**config.mk**
```make
export PLATFORM = sky130hd
export DESIGN_NAME = temp_sensor_smbus_readout
export DESIGN_NICKNAME = d
export VERILOG_FILES = /design/src/temp_sensor_pkg.sv /design/src/sync_2ff.sv /design/src/conversion_timer.sv /design/src/temp_sensor_smbus_readout.sv
export SDC_FILE = /design/constraint.sdc
export NUM_CORES = 1
export LEC_CHECK = 0
export BUFFER_PORTS_ARGS = -buffer_cell sky130_fd_sc_hd__buf_2
export CAP_MARGIN = 10
export CORE_UTILIZATION = 25
export CTS_CLUSTER_DIAMETER = 40
export DETAILED_ROUTE_END_ITERATION = 12
export GPL_TIMING_DRIVEN = 0
export SLEW_MARGIN = 20
export SYNTH_ARGS = -nofsm -noshare
export SYNTH_HDL_FRONTEND = slang
export SYNTH_HIERARCHICAL = 1
export SYNTH_SLANG_ARGS = --single-unit
```
**constraint.sdc**
```tcl
create_clock -name ref_clk -period 3.2 [get_ports ref_clk]
set_input_delay 0.48 -clock ref_clk [delete_from_list [all_inputs] [get_ports ref_clk]]
set_output_delay 0.48 -clock ref_clk [all_outputs]
set_load 0.05 [all_outputs]
```
**src/temp_sensor_pkg.sv**
```systemverilog
// constants and types shared by the temperature sensor readout
`default_nettype none
package temp_sensor_pkg;

  // ***************
  // register offsets
  // ***************
  localparam logic [7:0] REG_LOCAL_TEMPERATURE           = 8'h00;
  localparam logic [7:0] REG_REMOTE_TEMPERATURE          = 8'h01;
  localparam logic [7:0] REG_STATUS                      = 8'h02;
  localparam logic [7:0] REG_CONFIG_READ                 = 8'h03;
  localparam logic [7:0] REG_RATE_READ                   = 8'h04;
  localparam logic [7:0] REG_CONFIG_WRITE                = 8'h09;
  localparam logic [7:0] REG_RATE_WRITE                  = 8'h0a;
  localparam logic [7:0] REG_SINGLE_CONVERSION_TRIGGER   = 8'h0f;
  localparam logic [7:0] REG_REMOTE_TEMPERATURE_FRACTION = 8'h10;
  localparam logic [7:0] REG_LOCAL_TEMPERATURE_FRACTION  = 8'h11;

  // ***************
  // fields and reset values
  // ***************
  localparam int         HALT_BIT         = 6;
  localparam int         BUSY_BIT         = 7;
  localparam logic [7:0] CONFIG_RESET     = 8'h20;
  localparam logic [7:0] RATE_RESET       = 8'h08;
  localparam logic [7:0] RATE_MAX         = 8'h08;
  localparam logic [7:0] RATE_EXT_MAX     = 8'h06;
  localparam logic [7:0] RESULT_RESET     = 8'h00;
  localparam logic [7:0] UNMAPPED_READ    = 8'h00;
  localparam logic [6:0] SLAVE_ADDR_RESET = 7'h4c;

  // ***************
  // timing
  // ***************
  localparam int unsigned CLK_HZ            = 10_000_000;
  localparam int unsigned CHANNEL_TIME_MS   = 60;
  localparam int unsigned SLOWEST_PERIOD_S  = 16;
  localparam int unsigned CONV_CYCLES       = 2 * (CLK_HZ / 1000) * CHANNEL_TIME_MS;
  localparam int unsigned SLOW_PERIOD_CYCLES = SLOWEST_PERIOD_S * CLK_HZ;

  typedef struct packed {
    logic [7:0] whole;
    logic [2:0] fraction;
  } temp_result_s;

endpackage : temp_sensor_pkg
`default_nettype wire

```
**src/sync_2ff.sv**
```systemverilog
// two flip-flop synchroniser for pin inputs
`default_nettype none
module sync_2ff #(
  parameter int WIDTH = 1
) (
  input  wire logic             ref_clk,
  input  wire logic             reset,
  input  wire logic [WIDTH-1:0] d,
  output logic      [WIDTH-1:0] q
);
  logic [WIDTH-1:0] meta;

  // pins idle high
  always_ff @(posedge ref_clk) begin
    if (reset) begin
      meta <= '1;
      q    <= '1;
    end else begin
      meta <= d;
      q    <= meta;
    end
  end
endmodule : sync_2ff
`default_nettype wire

```
**src/conversion_timer.sv**
```systemverilog
// conversion sequence timer with abort
`default_nettype none
module conversion_timer #(
  parameter int unsigned CYCLES = 100
) (
  input  wire logic ref_clk,
  input  wire logic reset,
  input  wire logic start,
  input  wire logic abort,
  output logic      busy,
  output logic      done
);
  int unsigned count;

  always_ff @(posedge ref_clk) begin
    if (reset) begin
      busy  <= 1'b0;
      done  <= 1'b0;
      count <= 0;
    end else begin
      done <= 1'b0;
      if (busy && abort) begin
        busy <= 1'b0;
      end else if (busy) begin
        if (count <= 1) begin
          busy <= 1'b0;
          done <= 1'b1;
        end else begin
          count <= count - 1;
        end
      end else if (start) begin
        busy  <= 1'b1;
        count <= CYCLES;
      end
    end
  end
endmodule : conversion_timer
`default_nettype wire

```
**src/temp_sensor_smbus_readout.sv**
```systemverilog
// two-wire slave and conversion control of a two-channel temperature sensor
//
// Operation
// - halt bit 6 set enters software standby
// - standby pin low forces hardware standby
// - standby keeps registers and bus responsive
// - one-shot in software standby converts once
// - hardware standby ignores one-shot requests
// - standby pin overrides all software conversion
// - standby during conversion aborts, results kept
// - 8-bit registers under one slave address
// - write, read, send, receive byte formats
// - pointer persists for receive byte
// - results 00h/01h two's complement 1C
// - data bytes shifted out msb first
// - fraction bits at 10h/11h, slow rates
// - main and fraction updated together
// - command 0fh triggers one-shot conversion
// - busy bit reads 1 during conversion
// - reset sets rate code to 16Hz
// - software standby disables converter except one-shot
// - halt clear converts both channels continuously
// - reads during conversion return previous results
`default_nettype none
module temp_sensor_smbus_readout #(
  parameter int unsigned CONV_CYCLES        = temp_sensor_pkg::CONV_CYCLES,
  parameter int unsigned SLOW_PERIOD_CYCLES = temp_sensor_pkg::SLOW_PERIOD_CYCLES,
  parameter logic [6:0]  SLAVE_ADDR         = temp_sensor_pkg::SLAVE_ADDR_RESET
) (
  input  wire logic                         ref_clk,
  input  wire logic                         reset,
  input  wire logic                         scl_in,
  input  wire logic                         sda_in,
  output logic                              sda_out,
  output logic                              sda_oe_n,
  input  wire logic                         standby_pin_n,
  input  wire temp_sensor_pkg::temp_result_s local_sample,
  input  wire temp_sensor_pkg::temp_result_s remote_sample,
  output logic                              converter_enable
);
  import temp_sensor_pkg::*;

  // ***************
  // types and signals
  // ***************
  typedef enum logic [8:0] {
    ST_IDLE      = 9'h001,
    ST_ADDR      = 9'h002,
    ST_ADDR_ACK  = 9'h004,
    ST_CMD       = 9'h008,
    ST_CMD_ACK   = 9'h010,
    ST_WDATA     = 9'h020,
    ST_WDATA_ACK = 9'h040,
    ST_RDATA     = 9'h080,
    ST_RDATA_ACK = 9'h100
  } bus_state_e;

  bus_state_e   bus_state;
  logic [2:0]   pins_s;
  logic         scl_s;
  logic         sda_s;
  logic         standby_s_n;
  logic         scl_d;
  logic         sda_d;
  logic         scl_rise;
  logic         scl_fall;
  logic         start_cond;
  logic         stop_cond;
  logic [3:0]   bit_cnt;
  logic [7:0]   shift_in;
  logic [7:0]   tx_byte;
  logic         drive_low;
  logic         rw_bit;
  logic         host_ack;
  logic [7:0]   pointer;
  logic [7:0]   read_data;
  logic         cmd_done;
  logic         wr_done;
  logic [7:0]   config_reg;
  logic [7:0]   rate;
  temp_result_s local_result;
  temp_result_s remote_result;
  logic         hw_standby;
  logic         halt;
  logic         halt_write;
  logic         oneshot_req;
  logic         oneshot_pending;
  logic         start_conv;
  logic         abort_conv;
  logic         busy;
  logic         done;
  logic         ext_valid;
  int unsigned  interval_cnt;
  int unsigned  interval;
  logic [7:0]   rate_code;

  // ***************
  // pin synchronisers
  // ***************
  sync_2ff #(
    .WIDTH (3)
  ) u_sync (
    .ref_clk (ref_clk),
    .reset   (reset),
    .d       ({scl_in, sda_in, standby_pin_n}),
    .q       (pins_s)
  );

  assign scl_s       = pins_s[2];
  assign sda_s       = pins_s[1];
  assign standby_s_n = pins_s[0];

  always_ff @(posedge ref_clk) begin
    if (reset) begin
      scl_d <= 1'b1;
      sda_d <= 1'b1;
    end else begin
      scl_d <= scl_s;
      sda_d <= sda_s;
    end
  end

  assign scl_rise   = scl_s & ~scl_d;
  assign scl_fall   = ~scl_s & scl_d;
  assign start_cond = scl_s & scl_d & sda_d & ~sda_s;
  assign stop_cond  = scl_s & scl_d & ~sda_d & sda_s;

  // open drain: only ever pull low
  assign sda_out  = 1'b0;
  assign sda_oe_n = ~drive_low;

  // ***************
  // bus byte events
  // ***************
  assign cmd_done    = (bus_state == ST_CMD) && scl_fall && (bit_cnt == 4'h8);
  assign wr_done     = (bus_state == ST_WDATA) && scl_fall && (bit_cnt == 4'h8);
  assign halt_write  = wr_done && (pointer == REG_CONFIG_WRITE) && shift_in[HALT_BIT];
  assign oneshot_req = cmd_done && (shift_in == REG_SINGLE_CONVERSION_TRIGGER);

  // ***************
  // read multiplexer
  // ***************
  always_comb begin
    case (pointer)
      REG_LOCAL_TEMPERATURE:           read_data = local_result.whole;
      REG_REMOTE_TEMPERATURE:          read_data = remote_result.whole;
      REG_STATUS:                      read_data = {busy, 7'h00};
      REG_CONFIG_READ:                 read_data = config_reg;
      REG_RATE_READ:                   read_data = rate;
      REG_REMOTE_TEMPERATURE_FRACTION: read_data = {remote_result.fraction, 5'h00};
      REG_LOCAL_TEMPERATURE_FRACTION:  read_data = {local_result.fraction, 5'h00};
      default:                         read_data = UNMAPPED_READ;
    endcase
  end

  // ***************
  // slave state machine
  // ***************
  always_ff @(posedge ref_clk) begin
    if (reset) begin
      bus_state <= ST_IDLE;
      bit_cnt   <= 4'h0;
      shift_in  <= 8'h00;
      tx_byte   <= 8'h00;
      drive_low <= 1'b0;
      rw_bit    <= 1'b0;
      host_ack  <= 1'b0;
    end else if (start_cond) begin
      bus_state <= ST_ADDR;
      bit_cnt   <= 4'h0;
      drive_low <= 1'b0;
    end else if (stop_cond) begin
      bus_state <= ST_IDLE;
      drive_low <= 1'b0;
    end else begin
      case (bus_state)
        ST_ADDR, ST_CMD, ST_WDATA: begin
          if (scl_rise && bit_cnt != 4'h8) begin
            shift_in <= {shift_in[6:0], sda_s};
            bit_cnt  <= bit_cnt + 4'h1;
          end else if (scl_fall && bit_cnt == 4'h8) begin
            bit_cnt <= 4'h0;
            if (bus_state == ST_ADDR) begin
              if (shift_in[7:1] == SLAVE_ADDR) begin
                rw_bit    <= shift_in[0];
                drive_low <= 1'b1;
                bus_state <= ST_ADDR_ACK;
              end else begin
                bus_state <= ST_IDLE;
              end
            end else if (bus_state == ST_CMD) begin
              drive_low <= 1'b1;
              bus_state <= ST_CMD_ACK;
            end else begin
              drive_low <= 1'b1;
              bus_state <= ST_WDATA_ACK;
            end
          end
        end
        ST_ADDR_ACK: begin
          if (scl_fall) begin
            if (rw_bit) begin
              // first read bit, msb first
              drive_low <= ~read_data[7];
              tx_byte   <= {read_data[6:0], 1'b0};
              bit_cnt   <= 4'h1;
              bus_state <= ST_RDATA;
            end else begin
              drive_low <= 1'b0;
              bus_state <= ST_CMD;
            end
          end
        end
        ST_CMD_ACK: begin
          if (scl_fall) begin
            drive_low <= 1'b0;
            bus_state <= ST_WDATA;
          end
        end
        ST_WDATA_ACK: begin
          if (scl_fall) begin
            drive_low <= 1'b0;
            bus_state <= ST_IDLE;
          end
        end
        ST_RDATA: begin
          if (scl_fall) begin
            if (bit_cnt == 4'h8) begin
              drive_low <= 1'b0;
              bus_state <= ST_RDATA_ACK;
            end else begin
              drive_low <= ~tx_byte[7];
              tx_byte   <= {tx_byte[6:0], 1'b0};
              bit_cnt   <= bit_cnt + 4'h1;
            end
          end
        end
        ST_RDATA_ACK: begin
          if (scl_rise) begin
            host_ack <= ~sda_s;
          end else if (scl_fall) begin
            if (host_ack) begin
              drive_low <= ~read_data[7];
              tx_byte   <= {read_data[6:0], 1'b0};
              bit_cnt   <= 4'h1;
              bus_state <= ST_RDATA;
            end else begin
              bus_state <= ST_IDLE;
            end
          end
        end
        default: begin
          bus_state <= ST_IDLE;
        end
      endcase
    end
  end

  // ***************
  // pointer and control registers
  // ***************
  // bus logic never looks at standby
  always_ff @(posedge ref_clk) begin
    if (reset) begin
      pointer <= 8'h00;
    end else if (cmd_done) begin
      pointer <= shift_in;
    end
  end

  always_ff @(posedge ref_clk) begin
    if (reset) begin
      config_reg <= CONFIG_RESET;
      rate       <= RATE_RESET;
    end else if (wr_done) begin
      if (pointer == REG_CONFIG_WRITE) begin
        config_reg <= shift_in;
      end
      if (pointer == REG_RATE_WRITE) begin
        rate <= shift_in;
      end
    end
  end

  // ***************
  // conversion control
  // ***************
  assign hw_standby = ~standby_s_n;
  assign halt       = config_reg[HALT_BIT];
  assign rate_code  = (rate > RATE_MAX) ? RATE_MAX : rate;
  assign interval   = SLOW_PERIOD_CYCLES >> rate_code;
  assign ext_valid  = (rate_code <= RATE_EXT_MAX);

  // hardware standby gates every start
  assign start_conv = ~busy && ~hw_standby &&
                      ((~halt && interval_cnt == 0) || oneshot_pending);
  assign abort_conv = busy && (hw_standby || halt_write);

  always_ff @(posedge ref_clk) begin
    if (reset) begin
      oneshot_pending <= 1'b0;
    end else if (hw_standby) begin
      oneshot_pending <= 1'b0;
    end else if (oneshot_req) begin
      oneshot_pending <= 1'b1;
    end else if (start_conv) begin
      oneshot_pending <= 1'b0;
    end
  end

  always_ff @(posedge ref_clk) begin
    if (reset) begin
      interval_cnt <= 0;
    end else if (halt || hw_standby) begin
      interval_cnt <= 0;
    end else if (start_conv) begin
      interval_cnt <= (interval > 1) ? interval - 1 : 0;
    end else if (interval_cnt != 0) begin
      interval_cnt <= interval_cnt - 1;
    end
  end

  conversion_timer #(
    .CYCLES (CONV_CYCLES)
  ) u_timer (
    .ref_clk (ref_clk),
    .reset   (reset),
    .start   (start_conv),
    .abort   (abort_conv),
    .busy    (busy),
    .done    (done)
  );

  assign converter_enable = busy;

  // ***************
  // result registers
  // ***************
  // results change only at done, so reads in flight see old data
  always_ff @(posedge ref_clk) begin
    if (reset) begin
      local_result  <= '{whole: RESULT_RESET, fraction: 3'h0};
      remote_result <= '{whole: RESULT_RESET, fraction: 3'h0};
    end else if (done) begin
      local_result.whole     <= local_sample.whole;
      remote_result.whole    <= remote_sample.whole;
      local_result.fraction  <= ext_valid ? local_sample.fraction : 3'h0;
      remote_result.fraction <= ext_valid ? remote_sample.fraction : 3'h0;
    end
  end

endmodule : temp_sensor_smbus_readout
`default_nettype wire

```
### Yosys cells after proc, flatten, opt, wreduce, memory -nomap -nowiden

Index checks and enable logic that the tools add are counted.

| word-level totals | value |
|---|---|
| register bits | 153 |
| output and inout bits | 3 |

| cells by class | value |
|---|---|
| shift operators | 1 |
| reduce and logical (&&, ||, !) cells | 45 |
| $add $sub $neg | 4 |
| muxes and demuxes | 64 |
| bitwise gates (word level) | 21 |
| magnitude comparators | 4 |
| equality and inequality tests | 45 |

Operators with widths:

| kind | count |
|---|---|
| 2-to-1 mux 32 bit | 6 |
| subtractor 32 x 1 -> 32 bit (second input constant) | 3 |
| 2-to-1 mux 9 bit | 10 |
| 2-to-1 mux 8 bit | 10 |
| one-hot mux 8 bit (7 select lines) | 1 |
| one-hot mux 9 bit (6 select lines) | 1 |
| inequality test 4 bit (second input constant) | 10 |
| 2-to-1 mux 4 bit | 9 |
| > comparator 32 x 1 -> 1 bit (second input constant) | 1 |
| less-or-equal comparator 32 x 1 -> 1 bit (second input constant) | 1 |
| zero test 32 bit | 1 |
| nonzero test 32 bit | 1 |
| right shift 28 x 8 -> 32 bit (first input constant) | 1 |
| AND reduction 10 bit | 3 |
| inequality test 2 bit (second input constant) | 13 |
| == test 8 x 4 -> 1 bit (second input constant) | 3 |
| one-hot mux 8 bit (3 select lines) | 1 |
| 2-to-1 mux 1 bit | 18 |
| AND reduction 9 bit | 2 |
| == test 8 x 2 -> 1 bit (second input constant) | 2 |
| == test 8 x 5 -> 1 bit (second input constant) | 2 |
| one-hot mux 4 bit (4 select lines) | 1 |
| logical AND 1 bit | 14 |
| inverter 1 bit | 14 |
| 34 further kinds | 56 |

### Depth between registers and ports, before layout

| logic depth | value |
|---|---|
| depth after elaboration | 11 |
| depth in mapped cells | 16 |

### Hierarchy

Netlist, hierarchy kept.

Modules (own cells, without submodules):

| module | area an instance (µm²) | instances | cells an instance |
|---|---|---|---|
| temp_sensor_smbus_readout | 6162.2 | 1 | 735 |
| conversion_timer | 1929.4 | 1 | 221 |
| sync_2ff | 157.7 | 1 | 12 |

### Least setup slack after synthesis

OpenSTA, ideal clock, no wires.

| timing path | value |
|---|---|
| path kind | reg-to-reg |
| start point | register interval_cnt[15] |
| end point | register u_timer.count[29] |
| data arrival time | 3.458 ns |
| stages on the path, launching flop included | 14 |
| setup slack | -0.329 ns |
| data required time | 3.130 ns |
| cells stage by stage | dfxtp_1 or4_4 nor4_2 nand4_2 o31a_1 buf_2 inv_2 buf_4 and2b_2 buf_6 o2111ai_4 or4_1 or4_1 a21oi_1 |

| on the way | value |
|---|---|
| word-level cells in the longest chain between the ends | 6 |

RTL lines:

| what | line | RTL |
|---|---|---|
| from (decl) | temp_sensor_smbus_readout.sv:93 | `int unsigned interval_cnt;` |
| from (signal assigned) | temp_sensor_smbus_readout.sv:317 | `interval_cnt <= (interval > 1) ? interval - 1 : 0;` |
| from (signal assigned) | temp_sensor_smbus_readout.sv:319 | `interval_cnt <= interval_cnt - 1;` |
| zero test 32 bit | temp_sensor_smbus_readout.sv:296 | `((~halt && interval_cnt == 0) \|\| oneshot_pending);` |
| logical AND 1 bit | temp_sensor_smbus_readout.sv:296 |  |
| logical OR 1 bit | temp_sensor_smbus_readout.sv:296 |  |
| logical AND 1 bit | temp_sensor_smbus_readout.sv:295 | `assign start_conv = ~busy && ~hw_standby &&` |
| named net start_conv | temp_sensor_smbus_readout.sv:88 | `logic start_conv;` |
| nonzero test 2 bit (no line) | - |  |
| AND reduction 3 bit (no line) | - |  |
| to (signal assigned) | conversion_timer.sv:29 | `count <= count - 1;` |
| to (decl) | conversion_timer.sv:13 | `int unsigned count;` |

The timed path passes the listed nets, and every way through them passes these cells.
A chain may end at the register's enable or synchronous reset.

### Worst setup path in the final report

| timing path | value |
|---|---|
| start point | register interval_cnt[7] |
| end point | register u_timer.count[15] |

| on the way | value |
|---|---|
| word-level cells in the longest chain between the ends | 6 |

RTL lines:

| what | line |
|---|---|
| zero test 32 bit | temp_sensor_smbus_readout.sv:296 |
| logical AND 1 bit | temp_sensor_smbus_readout.sv:296 |
| logical OR 1 bit | temp_sensor_smbus_readout.sv:296 |
| logical AND 1 bit | temp_sensor_smbus_readout.sv:295 |
| nonzero test 2 bit (no line) | - |
| AND reduction 3 bit (no line) | - |

No other way between the ends.

==> summary.md <==
| Metric | Value |
|---|---|
| Type of the tightest min-delay check | primary input to flip-flop |
| Synth top area share | 36.9% |
| Largest regs | interval_cnt x32, u_timer/count x32 |
| Mapped Area | 0.00825 mm2 |
| Top-count cell post-synth | dfxtp_1 |
| Leak | 3.70 nW |
| EDFF count, synth | 0 |
| Grt ovf | 0 |
| Post-synthesis sequential area ratio | 36.9% |
| Die area | 0.0337 mm2 |
| Largest net degree at the start of global routing | 17 |
| CP startpoint kind | flip-flop |
| Fin. Hold Viols | 0 |
| Post-route ant nets | 0 |
| Delay of the slowest critical-path stage | 0.52 ns |
| Critical Path Most Common Cell | buf_6 |
| H-tree lvl count | 4 |
| Wire length per cell | 14.9 um |
| Initial drt markers | 588 |
| Fill count | 3466 |
| Starting Density | 25.4% |
| Sw Share | 41.8% |
| GR peak layer | met2 |
| Worst Hold Launch | sda_in |
| Sequential fraction of design power | 24.5% |
| Clock Path Buffers | 2 |
| Slew Viols, Final | 0 |
| Initial antenna violation count | 0 |
| Fin nets | 1086 |
| Tmin final | 3.42 ns |
| Data arrival time of the worst path | 3.78 ns |
| CP Cell Sequence | or4_4 -> buf_6 -> nor4_4 -> nand4_4 -> o31a_1 -> buf_6 -> inv_12 -> and2b_2 -> buf_8 -> o2111ai_4 -> buf_6 -> or4_4 -> or3_1 -> a21oi_1 |
| Final cell count without fillers | 1508 |
| Met1 Track Usage GR | 18.2% |
| GPL Wtd Cong | 0.888 |
| First-pass GRT wire length | 36700 um |
| DP Wirelength | 15500 um |
| FF-to-FF setup slack | -0.22 ns |
| Vias in the first global route | 7115 |
| Vias post-DR | 7622 |
| Top cells by area, synth | dfxtp_1 37%, mux2i_1 7.3%, nor2_1 5.5% |
| PortBufs | 28 |
| CTS root buf | clkbuf_16 |
| Crit share post-route | 107% |
| Post-Synth XOR/XNOR Area | 4.35% |
| Final Core Density | 31.4% |
| TritonRoute pass-1 iters | 5 |
| VDD IR max | 987 uV |
| Syn Inst Count | 968 |
| Clock sink total | 152 |
| Least-Margin Pin Slew | 0.921 ns |
| P per Cell Area | 956 mW/mm2 |
| Top cell type by total area after synthesis | dfxtp_1 |
| Ports | 30 |
| Worst Setup End Kind | flip-flop |
| Worst slew margin | 38.6% |
| Mux contribution to synthesized area | 8.78% |
| Num CTS Buffers | 17 |
| Vias per std cell | 5.05 |
| Peak Freq | 292 MHz |
| Async SR Flop Fraction | 0% |
| GR Util met2 | 21.4% |
| Height of the die | 184 um |
| Reg clk slew, reported paths | 0.07 ns |
| CORE AREA | 0.0325 mm2 |
| Area growth syn-to-layout | 23.9% |
| Synth Area per Inst | 8.52 um2 |
| Post-route DRC | 0 |
| Yosys reg bits | 152 |
| RSZ-0062 raised after global routing | yes |
| Row cnt | 66 |
| Layout cell share with drive strength beyond 1 | 19.8% |
| CP top delay family | simple AND/OR/NAND/NOR gates |
| Fin worst setup slack | -0.220 ns |
| Simple logic cell fraction of the synthesized area | 28.2% |
| # setup viols final | 20 |
| Setup CP Type | flip-flop to flip-flop |
| CP required | 3.56 ns |
| Antenna cell count | 0 |
| Critical Path Fanout Max | 5 |
| Worst R2R Start | interval_cnt[7] |
| Synth Warn # | 6 |
| CP bufs+invs | 5 |
| Critical-path top delay cell | or4_4 |
| Sum of negative setup slack | -2.22 ns |
| Failing checks | negative setup slack |
| Combinational Power Share | 53.7% |
| Max Cap Viol | 0 |
| P_sw | 0.00409 W |
| Netlist cell types | 85 |
| Die Wd | 184 um |
| Clock Power Share | 21.8% |
| Top_reg_cell synth | dfxtp_1 |
| GRT Total Usage | 13.5% |
| Post-synth top cells | 152 x dfxtp_1, 121 x nor2_1, 62 x nand2_1 |
| Worst skew pair latency | 0.42 ns |
| WHS | 0.239 ns |
| CTS tree | built |
| Synth Area in Compound Gates | 16.5% |
| Final setup skew | 0.00872 ns |
| Placed insts | 1439 |
| Post-synthesis adder-cell area fraction | 0.910% |
| Status | finished, violations left |
| Worst Setup SP | interval_cnt[7] |
| WL final | 22500 um |
| Met3 Use GR | 2.46% |
| Internal Pwr Total | 0.00568 W |
| Main combinational cell family by area after synthesis | simple AND/OR/NAND/NOR gates |
-- path summary, 6_finish.rpt --
check,cells past startpoint,to
hold reg to reg,1,u_sync/q[2]
setup reg to reg,14,u_timer/count[15]
hold / removal,2,u_sync/meta[1]
setup / recovery,14,u_timer/count[15]
-- area by class of cell --
| type | instances | area (um2) | area share (%) |
|---|---|---|---|
| clock inverters | 12 | 165 | 1.62 |
| well taps | 442 | 553 | 5.41 |
| multi-input cells | 736 | 5100 | 49.9 |
| clock buffers | 20 | 457 | 4.47 |
| plain buffers | 51 | 267 | 2.61 |
| flip-flops and latches | 152 | 3060 | 30.0 |
| repair buffers | 72 | 515 | 5.04 |
| inverters | 23 | 98.8 | 0.967 |
-- timing repair --
| action | in CTS | in global routing |
|---|---|---|
| buffers inserted | 20 | 23 |
| gates cloned | 0 | 1 |
| pin swaps | 15 | 19 |
| hold buffers | 0 | 0 |
| setup endpoints to repair | 33 | 31 |
| resized for setup | 39 | 50 |
-- placed cells by master, fill, tap and decap left out, types with 15 or more instances in the layout --
cell type and count:
o21ai_0 32, a21oi_1 59, nand3_1 19, or3_1 18, buf_6 16, clkbuf_1 31, nor2_1 119, nand2_1 58
o31ai_1 15, dfxtp_1 145, xnor2_1 30, clkbuf_16 17, nor4_1 18, mux2i_1 60, buf_2 35, inv_1 22
buf_4 34, nor3_1 37
-- per-layer routing --
layer	vias to the layer above	share of wire, %
met3	41	4.6
met2	214	46
met1	3653	47
met5	-	0
li1	3714	-
met4	0	2.1
-- cells by family after synthesis --
kind of cell / after synthesis
other cells: 2
xor+xnor: 41
compound gates: 199
mux: 70
fa+ha+maj: 6
flops: 152
buf+inv: 81
simple gates: 417
-- through the flow --
step | cell area, um2 | setup slack [ns] | power [W]
after CTS | 9880 | -0.185 | 0.00948
after global routing | 10200 | -0.344 | 0.0108
after detailed placement | 9010 | -0.817 | 0.00656
after global placement | 9010 | -0.733 | 0.00651
after floorplan | 8310 | -0.216 | 0.00564
final | 10200 | -0.220 | 0.00977
-- power groups by stage --
stage | registers, W | logic (W) | clock network (W)
2_1_floorplan | 0.00238 | 0.00325 | 0
3_3_place_gp | 0.00242 | 0.00409 | 0
3_5_place_dp | 0.00243 | 0.00413 | 0
4_1_cts | 0.00240 | 0.00492 | 0.00217
5_1_grt | 0.00246 | 0.00610 | 0.00225
6_report | 0.00239 | 0.00525 | 0.00213
Note: power is estimated with default switching activity, not from simulation.
